File: src/rtl/wdt_pkg.sv
// Package of register map, reset values, timing constants and state types for the watchdog
package wdt_pkg;

	localparam logic [15:0] ADDR_CLEAR_KEY = 16'hF00E;
	localparam logic [15:0] ADDR_PERIOD_SEL = 16'hF00F;
	localparam logic [15:0] ADDR_IRQ_STATUS = 16'hF010;
	localparam logic [15:0] ADDR_IRQ_MASK = 16'hF011;

	localparam logic [7:0] CLEAR_KEY_RESET = 8'h00;
	localparam logic [7:0] PERIOD_SEL_RESET = 8'h02;
	localparam logic [7:0] KEY_FIRST = 8'h5A;
	localparam logic [7:0] KEY_SECOND = 8'hA5;

	localparam int PTR_BIT = 0;
	localparam int PERIOD_LSB = 0;
	localparam int PERIOD_W = 2;

	localparam int IRQ_W = 2;
	localparam int IRQ_FIRST_OVF = 0;
	localparam int IRQ_CLEARED = 1;
	localparam logic [IRQ_W-1:0] IRQ_RESET = 2'h0;

	localparam int CLK_PERIOD_NS = 50;
	localparam int LS_TICK_PERIOD_NS = 3906250;
	localparam int LS_TICK_CYCLES = LS_TICK_PERIOD_NS / CLK_PERIOD_NS;
	localparam int HOLD_TIME_NS = 15260;
	localparam int HOLD_CYCLES = (HOLD_TIME_NS + CLK_PERIOD_NS - 1) / CLK_PERIOD_NS;
	localparam int HOLD_W = 9;

	localparam int COUNT_W = 11;
	localparam logic [COUNT_W-1:0] COUNT_RESET = 11'h000;
	localparam logic [COUNT_W-1:0] TC_LAST_125MS = 11'h01F;
	localparam logic [COUNT_W-1:0] TC_LAST_500MS = 11'h07F;
	localparam logic [COUNT_W-1:0] TC_LAST_2S = 11'h1FF;
	localparam logic [COUNT_W-1:0] TC_LAST_8S = 11'h7FF;

	typedef enum logic [1:0] {ST_WAIT_OSC, ST_WARN, ST_HOLD, ST_ALERT} wdt_state_t;

	function automatic logic [COUNT_W-1:0] tc_last(input logic [PERIOD_W-1:0] sel);
		logic [COUNT_W-1:0] r;
		r = TC_LAST_2S;
		case (sel)
			2'h0: r = TC_LAST_125MS;
			2'h1: r = TC_LAST_500MS;
			2'h2: r = TC_LAST_2S;
			default: r = TC_LAST_8S;
		endcase
		return r;
	endfunction

endpackage

File: src/rtl/wdt_divider.sv
// Clock-enable divider that gives a one-cycle tick every DIV enabled cycles
`timescale 1ns/1ps
module wdt_divider #(
	parameter int DIV = 78125
) (
	input wire logic clk_sys_i,
	input wire logic rst_i,
	input wire logic en_i,
	output logic tick_o
);
	localparam int W = $clog2(DIV);

	typedef struct packed {
		logic [W-1:0] cnt;
		logic tick;
	} wdt_div_st_t;

	wdt_div_st_t s_reg;
	wdt_div_st_t s_next;

	always_comb
	begin
		s_next = s_reg;
		s_next.tick = 1'b0;
		// Phase is kept while disabled so a pause does not restart the period
		if (en_i)
		begin
			if (s_reg.cnt == W'(DIV - 1))
			begin
				s_next.cnt = '0;
				s_next.tick = 1'b1;
			end
			else
			begin
				s_next.cnt = W'(s_reg.cnt + W'(1));
			end
		end
	end

	always_ff @(posedge clk_sys_i)
	begin
		if (rst_i)
			s_reg <= '0;
		else
			s_reg <= s_next;
	end

	assign tick_o = s_reg.tick;
endmodule

File: src/rtl/wdt_irq.sv
// Sticky event status with write-one-to-clear, mask and one level interrupt
`timescale 1ns/1ps
module wdt_irq (
	input wire logic clk_sys_i,
	input wire logic rst_i,
	input wire logic [wdt_pkg::IRQ_W-1:0] event_i,
	input wire logic wr_status_i,
	input wire logic wr_mask_i,
	input wire logic [wdt_pkg::IRQ_W-1:0] wdata_i,
	output logic [wdt_pkg::IRQ_W-1:0] status_o,
	output logic [wdt_pkg::IRQ_W-1:0] mask_o,
	output logic irq_o
);
	import wdt_pkg::*;

	typedef struct packed {
		logic [IRQ_W-1:0] status;
		logic [IRQ_W-1:0] mask;
	} wdt_irq_st_t;

	wdt_irq_st_t s_reg;
	wdt_irq_st_t s_next;

	always_comb
	begin
		s_next = s_reg;
		if (wr_status_i)
			s_next.status = s_reg.status & ~wdata_i;
		// Set after clear so an event in the clearing cycle is kept
		s_next.status = s_next.status | event_i;
		if (wr_mask_i)
			s_next.mask = wdata_i;
	end

	always_ff @(posedge clk_sys_i)
	begin
		if (rst_i)
		begin
			s_reg.status <= IRQ_RESET;
			s_reg.mask <= IRQ_RESET;
		end
		else
			s_reg <= s_next;
	end

	assign status_o = s_reg.status;
	assign mask_o = s_reg.mask;
	assign irq_o = |(s_reg.status & s_reg.mask);
endmodule

File: src/rtl/wdt_top.sv
// Two-stage watchdog: keyed clear, period select, warning interrupt then reset
// What this block does
// - Starts by itself after reset release; software cannot stop it.
// - First overflow without a clear raises the non-maskable interrupt request.
// - Second overflow without a valid clear asserts the watchdog reset.
// - Period field 00/01/10/11 selects 125ms, 500ms, 2s, 8s.
// - Period-select register resets to 02H, giving 2s.
// - Reading the clear register returns the sequence pointer on bit 0.
// - Pointer zero on reset and overflow; toggles on every accepted clear-register write.
// - Clear needs 5AH with pointer 0, then A5H with pointer 1.
// - Half a low-speed period after first overflow, clear-register writes ignored, pointer held.
// - Counter advances on the 256 Hz tick once the slow oscillator runs.
// - Counter stops while the chip is in STOP mode.
// - Counting continues in HALT; the interrupt request releases HALT.
`timescale 1ns/1ps
module wdt_top #(
	parameter int LS_TICK_DIV = wdt_pkg::LS_TICK_CYCLES
) (
	input wire logic clk_sys_i,
	input wire logic rst_i,
	input wire logic [15:0] addr_i,
	input wire logic [7:0] wdata_i,
	input wire logic wr_i,
	input wire logic rd_i,
	output logic [7:0] rdata_o,
	input wire logic low_speed_osc_running_i,
	input wire logic stop_mode_i,
	output logic watchdog_nmi_request_o,
	output logic watchdog_reset_o,
	output logic halt_release_o,
	output logic irq_o
);
	import wdt_pkg::*;

	typedef struct packed {
		wdt_state_t state;
		logic [COUNT_W-1:0] count;
		logic ptr;
		logic key1_ok;
		logic [HOLD_W-1:0] hold_cnt;
		logic [HOLD_W-1:0] hold_age;
		logic [PERIOD_W-1:0] period;
		logic [7:0] rdata;
		logic nmi;
		logic rst_pulse;
	} wdt_st_t;

	wdt_st_t s_reg;
	wdt_st_t s_next;

	logic low_speed_tick;
	logic tick_en;
	logic key_wr;
	logic key_open;
	logic clear_ok;
	logic counting;
	logic tc_hit;
	logic ovf;
	logic [IRQ_W-1:0] irq_events;
	logic [IRQ_W-1:0] irq_status;
	logic [IRQ_W-1:0] irq_mask;

	// Tick source stands still in STOP and until the slow oscillator runs
	assign tick_en = low_speed_osc_running_i & ~stop_mode_i;

	wdt_divider #(
		.DIV(LS_TICK_DIV)
	) u_tick (
		.clk_sys_i(clk_sys_i),
		.rst_i(rst_i),
		.en_i(tick_en),
		.tick_o(low_speed_tick)
	);

	assign key_wr = wr_i && (addr_i == ADDR_CLEAR_KEY);
	assign key_open = (s_reg.state != ST_HOLD);
	assign clear_ok = key_wr && key_open && s_reg.ptr && s_reg.key1_ok
		&& (wdata_i == KEY_SECOND);
	// A tick already issued when STOP rises is dropped, so the count cannot creep on
	assign counting = low_speed_tick && !stop_mode_i
		&& ((s_reg.state == ST_WARN) || (s_reg.state == ST_ALERT));
	assign tc_hit = (s_reg.count == tc_last(s_reg.period));
	// A clear landing on the overflow tick wins, the software was in time
	assign ovf = counting && tc_hit && !clear_ok;

	always_comb
	begin
		s_next = s_reg;
		s_next.nmi = 1'b0;
		s_next.rst_pulse = 1'b0;
		s_next.rdata = 8'h00;
		// Cycles spent in hold, counted apart from the down-counter for checking
		if (s_reg.state == ST_HOLD)
			s_next.hold_age = HOLD_W'(s_reg.hold_age + 9'h001);
		else
			s_next.hold_age = '0;

		if (key_wr && key_open)
		begin
			s_next.ptr = ~s_reg.ptr;
			s_next.key1_ok = !s_reg.ptr && (wdata_i == KEY_FIRST);
		end
		if (wr_i && (addr_i == ADDR_PERIOD_SEL))
			s_next.period = wdata_i[PERIOD_LSB +: PERIOD_W];

		case (s_reg.state)
			ST_WAIT_OSC:
			begin
				if (low_speed_osc_running_i)
					s_next.state = ST_WARN;
			end
			ST_WARN:
			begin
				if (clear_ok)
					s_next.count = COUNT_RESET;
				else if (ovf)
				begin
					s_next.count = COUNT_RESET;
					s_next.ptr = 1'b0;
					s_next.key1_ok = 1'b0;
					s_next.nmi = 1'b1;
					s_next.hold_cnt = HOLD_W'(HOLD_CYCLES - 1);
					s_next.state = ST_HOLD;
				end
				else if (counting)
					s_next.count = COUNT_W'(s_reg.count + 11'h001);
			end
			ST_HOLD:
			begin
				s_next.count = COUNT_RESET;
				s_next.ptr = 1'b0;
				s_next.key1_ok = 1'b0;
				if (s_reg.hold_cnt == '0)
					s_next.state = ST_ALERT;
				else
					s_next.hold_cnt = HOLD_W'(s_reg.hold_cnt - 9'h001);
			end
			ST_ALERT:
			begin
				if (clear_ok)
				begin
					s_next.count = COUNT_RESET;
					s_next.state = ST_WARN;
				end
				else if (ovf)
				begin
					// Chip reset follows; back to warning in case the pulse is ignored
					s_next.count = COUNT_RESET;
					s_next.ptr = 1'b0;
					s_next.key1_ok = 1'b0;
					s_next.rst_pulse = 1'b1;
					s_next.state = ST_WARN;
				end
				else if (counting)
					s_next.count = COUNT_W'(s_reg.count + 11'h001);
			end
			default:
			begin
				s_next.state = ST_WAIT_OSC;
			end
		endcase

		if (rd_i)
		begin
			case (addr_i)
				ADDR_CLEAR_KEY: s_next.rdata = {7'h00, s_reg.ptr};
				ADDR_PERIOD_SEL: s_next.rdata = {6'h00, s_reg.period};
				ADDR_IRQ_STATUS: s_next.rdata = {6'h00, irq_status};
				ADDR_IRQ_MASK: s_next.rdata = {6'h00, irq_mask};
				default: s_next.rdata = 8'h00;
			endcase
		end
	end

	always_ff @(posedge clk_sys_i)
	begin
		if (rst_i)
		begin
			s_reg.state <= ST_WAIT_OSC;
			s_reg.count <= COUNT_RESET;
			s_reg.ptr <= CLEAR_KEY_RESET[PTR_BIT];
			s_reg.key1_ok <= 1'b0;
			s_reg.hold_cnt <= '0;
			s_reg.hold_age <= '0;
			s_reg.period <= PERIOD_SEL_RESET[PERIOD_LSB +: PERIOD_W];
			s_reg.rdata <= 8'h00;
			s_reg.nmi <= 1'b0;
			s_reg.rst_pulse <= 1'b0;
		end
		else
			s_reg <= s_next;
	end

	assign irq_events = {clear_ok, ovf && (s_reg.state == ST_WARN)};

	wdt_irq u_irq (
		.clk_sys_i(clk_sys_i),
		.rst_i(rst_i),
		.event_i(irq_events),
		.wr_status_i(wr_i && (addr_i == ADDR_IRQ_STATUS)),
		.wr_mask_i(wr_i && (addr_i == ADDR_IRQ_MASK)),
		.wdata_i(wdata_i[IRQ_W-1:0]),
		.status_o(irq_status),
		.mask_o(irq_mask),
		.irq_o(irq_o)
	);

	assign rdata_o = s_reg.rdata;
	assign watchdog_nmi_request_o = s_reg.nmi;
	assign watchdog_reset_o = s_reg.rst_pulse;
	assign halt_release_o = s_reg.nmi;
endmodule

File: config.mk
export PLATFORM = sky130hd
export DESIGN_NAME = wdt_top
export DESIGN_NICKNAME = d
export VERILOG_FILES = /design/src/rtl/wdt_pkg.sv /design/src/rtl/wdt_divider.sv /design/src/rtl/wdt_irq.sv /design/src/rtl/wdt_top.sv
export SDC_FILE = /design/constraint.sdc
export NUM_CORES = 1
export LEC_CHECK = 0
export BUFFER_PORTS_ARGS = -buffer_cell sky130_fd_sc_hd__buf_4
export CAP_MARGIN = 0
export CORE_MARGIN = 2
export CORE_UTILIZATION = 35
export CTS_BUF_LIST = sky130_fd_sc_hd__clkbuf_4 sky130_fd_sc_hd__clkbuf_8
export CTS_CLUSTER_DIAMETER = 30
export DETAILED_ROUTE_END_ITERATION = 8
export PLACE_DENSITY = 0.54
export SLEW_MARGIN = 20
export SYNTH_ARGS = -nofsm -noshare
export SYNTH_HDL_FRONTEND = slang
export SYNTH_HIERARCHICAL = 1
export SYNTH_SLANG_ARGS = --single-unit
File: constraint.sdc
create_clock -name clk_sys_i -period 8.6 [get_ports clk_sys_i]
set_input_delay 2.15 -clock clk_sys_i [delete_from_list [all_inputs] [get_ports clk_sys_i]]
set_output_delay 2.15 -clock clk_sys_i [all_outputs]
set_load 0.005 [all_outputs]
# Word level (Yosys, flattened, before mapping)
# Cells that the tools add are included.
word_totals:
  regBits: 58
  inputBits: 30
  output_inout_bits: 12
  word_cells: 102
classes:
  addsub: 3
  eq_ne: 20
  mux: 25
  bitwise_logic: 11
  n_reduce_logical: 30
ops:
  columns: ["op", "n"]
  rows:
  - ["$eq 16x16->1 const B", 4]
  - ["$mux 11", 5]
  - ["$pmux 13 s3", 1]
  - ["$pmux 11 s3", 1]
  - ["$mux 2", 9]
  - ["$pmux 9 s2", 1]
  - ["$add 17x1->17 const B", 1]
  - ["$eq 17x17->1 const B", 1]
  - ["$mux 17", 1]
  - ["$pmux 2 s4", 2]
  - ["$logic_and 1x1->1", 14]
  - ["$mux 13", 1]
  - ["$add 11x1->11 const B", 1]
  - ["$eq 11x11->1", 1]
  - ["$ne 2x2->1 const B", 5]
  - ["$reduce_or 2->1", 5]
  - ["$logic_not 9->1", 1]
  - ["$mux 9", 1]
  - ["$sub 9x1->9 const B", 1]
  - ["$eq 8x7->1 const B", 1]
  - ["$eq 8x8->1 const B", 1]
  - ["$eq 2x2->1 const B", 3]
  - ["$not 1->1", 6]
  - ["$reduce_and 5->1", 1]
  - ["other kinds (14)", 21]

# Depth between registers and ports, before layout
# Gate-level depths: netlist of the first run.
logic_depth:
  depth_word: 11
  ltp_mapped: 13
  ltp_nobuf: 11

# By module
# Netlist of the first run, hierarchy kept.
modules_own_cells:
  columns: ["mod", "instances", "cells_each", "area_each_um2", "seq_area_each_um2"]
  rows:
  - ["wdt_top", 1, 268, 2180.8, 600.6]
  - ["wdt_divider", 1, 97, 858.3, 360.3]
  - ["wdt_irq", 1, 15, 148.9, 80.1]

# Least setup slack after synthesis of the first run
# OpenSTA, ideal clock, no wires.
synth_path:
  path_kind: "input -> register"
  startpoint: "input addr_i[7]"
  endpoint: "register s_reg[43] (netlist bit)"
  setup_time_ns: 0.121
  arrival_ns: 4.810
  t_required_ns: 8.479
  setup_slack_ns: 3.669
  cell_stages: 10
  path_buffers: 1
  path_cell_list: "or4_4 -> nor4_4 -> and4bb_4 -> ha_1 -> nand4b_1 -> or3_1 -> buf_2 -> a21o_1 -> o22ai_1 -> mux2_2"
synth_between:
  elab_chain_cells: 10
  elab_cells_between_ends: 14
  classes_between: "eq/ne (4); mux (2); reduce/logical (8)"
synth_lines:
  columns: ["element", "line_no", "text"]
  rows:
  - ["start: declaration", "wdt_top.sv:21", "input wire logic [15:0] addr_i,"]
  - ["$eq 16x16->1 *", "wdt_top.sv:75", "assign key_wr = wr_i && (addr_i == ADDR_CLEAR_KEY);"]
  - ["$logic_and 1x1->1 *", "wdt_top.sv:75", null]
  - ["$logic_and 1x1->1 * (3 in series)", "wdt_top.sv:77", "assign clear_ok = key_wr && key_open && s_reg.ptr && s_reg.key1_ok"]
  - ["$logic_and 1x1->1 *", "wdt_top.sv:78", "&& (wdata_i == KEY_SECOND);"]
  - ["$logic_not 1->1", "wdt_top.sv:84", "assign ovf = counting && tc_hit && !clear_ok;"]
  - ["$logic_and 1x1->1", "wdt_top.sv:84", null]
  - ["$ne 3x3->1 (no source line) or $ne 2x2->1 (tied branches)", null, null]
  - ["$reduce_and 5->1 (no source line)", null, null]
  - ["end signal: assignment", "wdt_top.sv:191", "s_reg <= s_next;"]
  - ["end: declaration", "wdt_top.sv:48", "wdt_st_t s_reg;"]
# Mark *: on every way between the ends. The rest lies on a longest branch, timed or not.
# A chain may end at the register's enable or synchronous reset.

# Worst setup path after layout of the first run
layout_path:
  startpoint: "input addr_i[7]"
  endpoint: "register s_reg[33] (netlist bit)"
layout_between:
  elab_chain_cells: 11
  elab_cells_between_ends: 12
  classes_between: "eq/ne (1); mux (4); reduce/logical (7)"
layout_lines:
  columns: ["element", "line_no", "text"]
  rows:
  - ["$eq 16x16->1 *", "wdt_top.sv:75", null]
  - ["$logic_and 1x1->1 *", "wdt_top.sv:75", null]
  - ["$logic_and 1x1->1 * (3 in series)", "wdt_top.sv:77", null]
  - ["$logic_and 1x1->1 *", "wdt_top.sv:78", null]
  - ["named net clear_ok", "wdt_top.sv:55", "logic clear_ok;"]
  - ["$logic_not 1->1", "wdt_top.sv:84", null]
  - ["$logic_and 1x1->1", "wdt_top.sv:84", null]
  - ["$mux 11", "wdt_top.sv:116", "else if (ovf)"]
  - ["$mux 13 or $mux 11 (tied branches)", "wdt_top.sv:140, wdt_top.sv:114", null]
  - ["$pmux 13 s3 *", "wdt_top.sv:106", "case (s_reg.state)"]
# Mark *: on every way through the listed nets, which the timed path passes. The rest lies on a longest branch.

==> flow_results.org, run 1 <==
** Outcome
- The flow ran to the end, and the final reports show no timing, DRC or antenna violations.

** Clock tree
- Count of H-tree levels built during CTS :: 2
- TritonCTS built the clock tree.
- After clock tree synthesis, the clock-pin slew on the worst setup and hold paths is 90 ps.
- CTS saw between 50 and 60 sinks.
- The number of hold buffers added after CTS was 0.
- Post-CTS Setup Bufs :: 0
- Clock buffers created by TritonCTS :: 5
- CTS resizes :: 0
- Clock Tree Root :: clkbuf_8
- Clock Latency Late Sink :: about 300 ps
- Maximum clock insertion buffer count :: 2

** Job
- Number of violations of the max-capacitance limit :: 0

** Critical path
- Minimum setup slack among reg-to-reg paths :: 5330 ps
- Tracing the worst setup path back leads to its startpoint at addr_i[7].
- CP peak stage delay :: roughly 550 ps
- CP endpoint kind :: flop
- Cell repeated most along the worst path :: nor4_4
- The critical path is of the input pin to flop type.
- In this run the worst path has a maximum fanout of 19.
- Terminus of the critical flop-to-flop path :: s_reg[33]
- At the worst endpoint, the arrival time is just over 5000 ps.
- Startpoint of the worst-slack reg-to-reg timing path :: s_reg[43]
- For this design, the slowest cell found on the critical path is or4_4.
- Crit path required time :: between 8000 and 9000 ps
- Capturing element of the worst setup path :: s_reg[33]
- CP Cell Sequence :: buf_4, or4_4, nor4_4, and4bb_4, ha_1, nand4b_1, or3_1, inv_1, nor4_4, a31oi_1, o22ai_1
- For the worst flop-to-flop path, the logic depth is 10.
- STA classifies the critical path startpoint as an input pin.

** Logic synthesis
- Each instance of the synthesized netlist takes up on average 8.390 sq um.
- Number of warning messages in the yosys log :: 6
- In the synthesized netlist the async set-or-reset flop fraction comes to 0%.
- Synth Cell Area :: between 3000 and 4000 sq um
- The synthesized design contains 52 register bits.
- The cell count after synthesis came out at 380.
- Number of enable flip-flop cells after synthesis :: 0
- After synthesis, flip-flops and latches occupy ~33% of the total area.
- The most used flip-flop cell after synthesis is dfxtp_1.
- The netlist uses between 60 and 70 different library cells.

** Hold path
- Launch point of the worst hold path :: s_reg[29]
- The min-delay analysis places its worst path in the category flop to flop.

** Finish
- The post-route netlist has roughly 15% of its cells at a drive strength greater than 1.
- Leaving out fill and tap cells, the most frequent cell in the layout is dfxtp_1.
- Highest-count cells in the layout ignoring fill and taps :: 52 x dfxtp_1, 38 x nor2_1, 36 x buf_4
- For this run, the post-layout net count is between 400 and 500.
- Area growth from synthesis to layout :: 11.97%
- Number of flip-flops in the largest register :: 26
- Ant diodes :: 0

** Die
- From bottom edge to top edge, the die measures 99.44 microns.
- Overall die area :: approximately 9900 sq um
- Number of I/O pins :: 42
- Num rows :: 34
- Die W :: a little under 100 microns
- Core area :: between 8000 and 9000 sq um
- The initial utilization of the core area, before any placement, comes to a little over a third.

** Placed design
- Quantity of I/O buffers inserted on ports :: 35
- Post-DP HPWL :: roughly 5500 microns
- Post-Place Worst Slack :: about 3300 ps
- Routability-driven placement finished with a final weighted congestion of 0.8427.

** STA
- In the post-route analysis, the smallest setup slack over all paths is 3635 ps.
- Final worst path period need :: between 4000 and 5000 ps
- Setup repair after global routing left no endpoint under its margin.
- For this run, the top clock speed supported by timing is between 200 and 250 MHz.
- Period utilization :: between 50% and 60%
- Adding up every negative setup slack in the final design gives 0 ps.
- Headroom to the max-slew limit came out at between 30% and 40%.
- Setup violations remaining at the end of the flow were counted as 0.
- Worst-margin pin slew :: between 900 and 1000 ps
- For the final database, setup skew stands at approximately 8 ps.
- The number of failing hold endpoints at the final stage is 0.
- Final slew viol count :: 0

** Routing
- Antenna violation net count after detailed routing :: 0
- After detailed routing, the average wire length per cell comes to around 15 microns.
- After detailed routing, the number of remaining DRC violations is 0.
- After detailed routing, the total wire length is ~7500 microns.
- The detailed router placed ~2900 vias in this run.
- The detailed router finished its first iteration with between 100 and 150 violations.
- For this run, the detailed router's first-pass iteration total came to 4.
- Using the TritonRoute via totals, the vias-per-cell ratio works out to between 5 and 6.

** Global route
- The via count of the first global-routing pass came to approximately 2700.
- The first global-routing pass estimated 12900 microns of wire.
- Global routing used ~16% of the available tracks.
- Pin count of the biggest net entering global routing :: 33
- The number of antenna violations at the first check in global routing was 0.
- Sum of overflow across all layers after global routing :: 0

** Pwr
- Static leakage :: 1.255 nW
- Total power divided by cell area :: between 150 and 200 nW/um^2
- Peak ir drop on the vdd network :: between 60 and 70 uV
==> synth_stat cells (3+ instances only) <==
cell      count  area (sq um)
nor4_1        9         56.30
buf_2         3         15.01
clkbuf_1      9         33.78
a31oi_1      14         87.58
o21ai_0      11         55.05
xnor2_1       9         78.83
nand3_1      19         95.09
a21oi_1      10         50.05
mux2i_1      13         130.1
inv_1        20         75.07
a22o_1        3         26.28
o22ai_1       5         31.28
nor2b_1       3         18.77
nor2_1       38         142.6
nand2b_1      4         25.02
xor2_1        4         35.03
and3_1        8         50.05
nor3_1       10         50.05
nand4b_1      3         26.28
or3_1         6         37.54
dfxtp_1      52          1041
ha_1         11         137.6
nand3b_1      7         52.55
buf_4        10         75.07
o211ai_1      8         60.06
nand2_1      23         86.33
or4_1         4         30.03
nand4_1      12         75.07
o31ai_1       4         30.03
==> how the worst min path moves through the flow <==
stage | cells after the start | slack (ps) | to
after floorplan | 2 | 450 | s_reg[33]
after global placement | 2 | 460 | s_reg[33]
after detailed placement | 2 | 480 | s_reg[29]
after CTS | 2 | 500 | s_reg[29]
after global routing | 2 | 510 | s_reg[29]
final | 2 | 490 | s_reg[29]
==> critical path, delay by kind of cell <==
kind / cells / cell delay, ps
buffers and inverters: 2 / 370
AOI/OAI and AO/OA: 2 / 410
adders and majority gates: 1 / 150
and+or+nand+nor: 6 / 2070
==> cell type report <==
cell class / count / area [sq um]
fillers: 932 / 5194
clock buffers: 6 / 76.32
well taps: 108 / 135.1
repair buffers: 36 / 270.3
multi-input cells: 291 / 1967
inverters: 20 / 75.07
clock inverters: 1 / 5.005
flip-flops and latches: 52 / 1041
==> metrics by stage <==
stage	total power [mW]	hold WS, ps	instances	instance area, sq um	utilization [%]
2_1_floorplan	0.4570	446.3	385	3207	-
3_3_place_gp	0.5107	463.4	507	3488	39.81
3_5_place_dp	0.5124	478.8	507	3488	39.81
4_1_cts	0.6530	495.1	514	3570	40.73
5_1_grt	0.7021	513.9	514	3570	40.73
6_report	0.6492	493.6	514	3570	40.73
==> logic make-up (layout without fill, tap and decap cells) <==
group,count (synthesis),after routing,synth area share (%)
AND/OR/NAND/NOR,171,171,32.22
AO/OA/AOI/OAI,76,76,16.45
flip-flops,52,52,32.65
buffers and inverters,42,63,6.240
multiplexers,14,14,4.435
XOR/XNOR,13,13,3.571
adder cells (fa/ha/maj),11,11,4.317
other,1,6,0.1176
==> routing by layer <==
metal,share of wire (%),up-vias,track usage [%]
li1,-,1453,-
met1,48,1353,20.97
met2,48,45,26.46
met3,4.0,2,2.952
met4,0.39,0,2.845
met5,0,-,0
==> power breakdown <==
part	switching, mW	internal [mW]	total [mW]
Sequential	0.0173	0.254	0.271
Combinational	0.145	0.0937	0.239
Clock	0.0802	0.0588	0.139
Note: power is estimated with default switching activity, not from simulation.
==> run 2, diff against run 1 <==
--- a/config.mk
+++ b/config.mk
@@ -12,7 +12,7 @@
 export CTS_BUF_LIST = sky130_fd_sc_hd__clkbuf_4 sky130_fd_sc_hd__clkbuf_8
 export CTS_CLUSTER_DIAMETER = 30
 export DETAILED_ROUTE_END_ITERATION = 8
-export PLACE_DENSITY = 0.54
+export PLACE_DENSITY = 0.56
 export SLEW_MARGIN = 20
 export SYNTH_ARGS = -nofsm -noshare
 export SYNTH_HDL_FRONTEND = slang
==> constraint.sdc (replaced) <==
create_clock -name clk_sys_i -period 4.53 [get_ports clk_sys_i]
set_input_delay 1.1325 -clock clk_sys_i [delete_from_list [all_inputs] [get_ports clk_sys_i]]
set_output_delay 1.1325 -clock clk_sys_i [all_outputs]
set_load 0.005 [all_outputs]
==> flow_results.org, run 2 (same netlist as run 1, synthesis figures left out) <==
** Clock tree
- TritonCTS built the clock tree.
- The H-tree generated during clock tree synthesis spans 2 levels.
- After clock tree synthesis, the flow added hold-fix buffers numbering 0.
- CTS resizes :: 0
- Post-CTS Setup Bufs :: 0
- Clock buffers created by TritonCTS :: 5
- Clock Latency Late Sink :: around 300 ps
- The clock drives 52 sinks.
- Clock Tree Root :: clkbuf_8
- Clk slew on worst S/H paths :: approximately 90 ps
- The longest clock path from root to sink contains 2 buffers.

** STA
- Period utilization :: between 80% and 90%
- Worst Clk Skew :: between 8 and 9 ps
- Worst-margin pin slew :: 949.4 ps
- Timing-limited maximum frequency :: ~260 MHz
- Counting I/O delays and the setup requirement, the final critical path takes slightly below 4000 ps.
- Number of setup violations in the final report :: 0
- Final slew viol count :: 0
- Slew headroom :: between 30% and 40%
- The number of failing hold endpoints at the final stage is 0.
- Fin Setup TNS :: 0 ps
- Setup repair after global routing left no endpoint under its margin.

** Finish
- For this run, the post-layout net count is 448.
- The repair_antennas step left the layout with diodes totalling 0.
- For this run, the share of the core covered by cells in the final layout is between 40 and 50%.
- Highest-count cells in the layout ignoring fill and taps :: 52 x dfxtp_1, 38 x nor2_1, 37 x buf_4
- The register with the most flip-flops in the layout has 26 of them.
- The multi-input combinational cells in the finished layout cover a total of around 2000 sq um.
- Leading cell type in the layout, fill and taps excluded :: dfxtp_1
- Fill cell count :: slightly above 900
- Registers take between 1000 and 1500 sq um.
- Of the cells placed in the final design, the portion with a size suffix greater than 1 is 15.48%.
- The area growth from synthesis to layout is 12.21%.

** Die
- Effective utilization at floorplan :: between 30% and 40%
- Core area :: just under 9000 sq um
- The die is ~100 microns wide.
- The floorplan step set the die height to a little under 100 microns.
- Num rows :: 34
- In this run the count of I/O pins placed on the die edge is 42.
- Overall die area :: between 9000 and 10000 sq um

** Global route
- Entering global routing, the biggest net connects 32 pins.
- Global routing consumed, over all layers together, roughly 15% of the routing resources.
- The number of antenna violations at the first check in global routing is 0.
- Vias in the first global route :: 2671
- The first global-routing pass estimated 12510 microns of wire.
- Sum of overflow across all layers after global routing :: 0

** Routing
- Post-route DRC violation count :: 0
- Dividing the detail-routed wire length by the instance count gives approximately 14 microns.
- Wires add up to ~7500 microns.
- The pre-antenna-repair detailed-routing pass consisted of 4 iterations.
- Total number of vias :: 2863
- 1st-iter DRT viols :: 136
- Routed via count divided by cell count :: 5.559
- In this run the remaining antenna-violating nets after routing total 0.

** Critical path
- Of all nets on the critical path, the largest fanout is 19.
- The critical path contains buffers and inverters numbering 2 combined.
- The worst setup path is launched from an input pin.
- CP peak stage delay :: 550 ps
- Top cell family by delay on the critical path :: simple AND/OR/NAND/NOR gates
- The cell that appears most often on the critical path is nor4_4.
- The largest individual stage delay along the critical path comes from the cell or4_4.
- Critical setup path kind :: input pin to flop
- At the worst endpoint, the arrival time is 4110 ps.
- STA classifies the critical path endpoint as a flop.
- CP Cell Sequence :: buf_4, or4_4, nor4_4, and4bb_4, ha_1, nand4b_1, or3_1, inv_1, nor4_4, a31oi_1, o22ai_1
- Crit path required time :: 4720 ps

** Outcome
- The flow ran to the end, and the final reports show no timing, DRC or antenna violations.

** Hold path
- Min-delay worst type :: flop to flop

** Pwr
- VDD sags by at most about 130 uV.
- Dividing total power by cell area gives a power density of around 340 nW/um^2.
- Summed over all cells, the static leakage comes to 1.260 nW.

** Placed design
- Routability Congestion :: about 0.81
- Detailed placement finished with a half-perimeter wire length of approximately 5500 microns.
- The count of buffers added on input and output ports is 35.

** Job
- Across the run, the number of max-cap violations was 0.
run 2: layout make-up:
type	count	share of cell area, %
Multi-Input combinational cell	291	54.98
Sequential cell	52	29.10
Clock inverter	1	0.1399
Tap cell	108	3.778
Inverter	20	2.099
Clock buffer	6	2.134
Timing Repair Buffer	37	7.765
run 2: worst paths after layout:
check | startpoint | end | slack (ps) | depth (start not counted)
min | s_reg[33] | s_reg[33] | 480 | 2
max | addr_i[7] | s_reg[33] | 610 | 11
min reg2reg | s_reg[33] | s_reg[33] | 480 | 2
max reg2reg | s_reg[43] | s_reg[41] | 1230 | 10
run 2: power breakdown:
part	leakage [nW]	switching, mW	internal [mW]
clock network	0.0445	0.150	0.112
logic	0.796	0.274	0.177
registers	0.420	0.0318	0.482
total	1.26	0.456	0.771
run 2: worst min-delay path, stage by stage (launching register included):
cell     delay (ps)
dfxtp_1         330
inv_1            50
o22ai_1          50
run 2: metrics by stage:
stage	instances	worst slack, ps	power [mW]	instance area (sq um)	hold WS, ps
2_1_floorplan	385	616.7	0.8677	3207	446.3
3_3_place_gp	508	368.2	0.9702	3496	459.4
3_5_place_dp	508	306.9	0.9722	3496	466.1
4_1_cts	515	632.7	1.239	3577	479.5
5_1_grt	515	426.3	1.321	3577	510.1
6_report	515	608.7	1.227	3577	477.3
run 2: per-layer routing:
metal	global-route usage, %	part of all wire [%]
met4	3.793	0.86
met1	20.35	48
met3	2.600	4.0
met2	25.57	47
met5	0	0
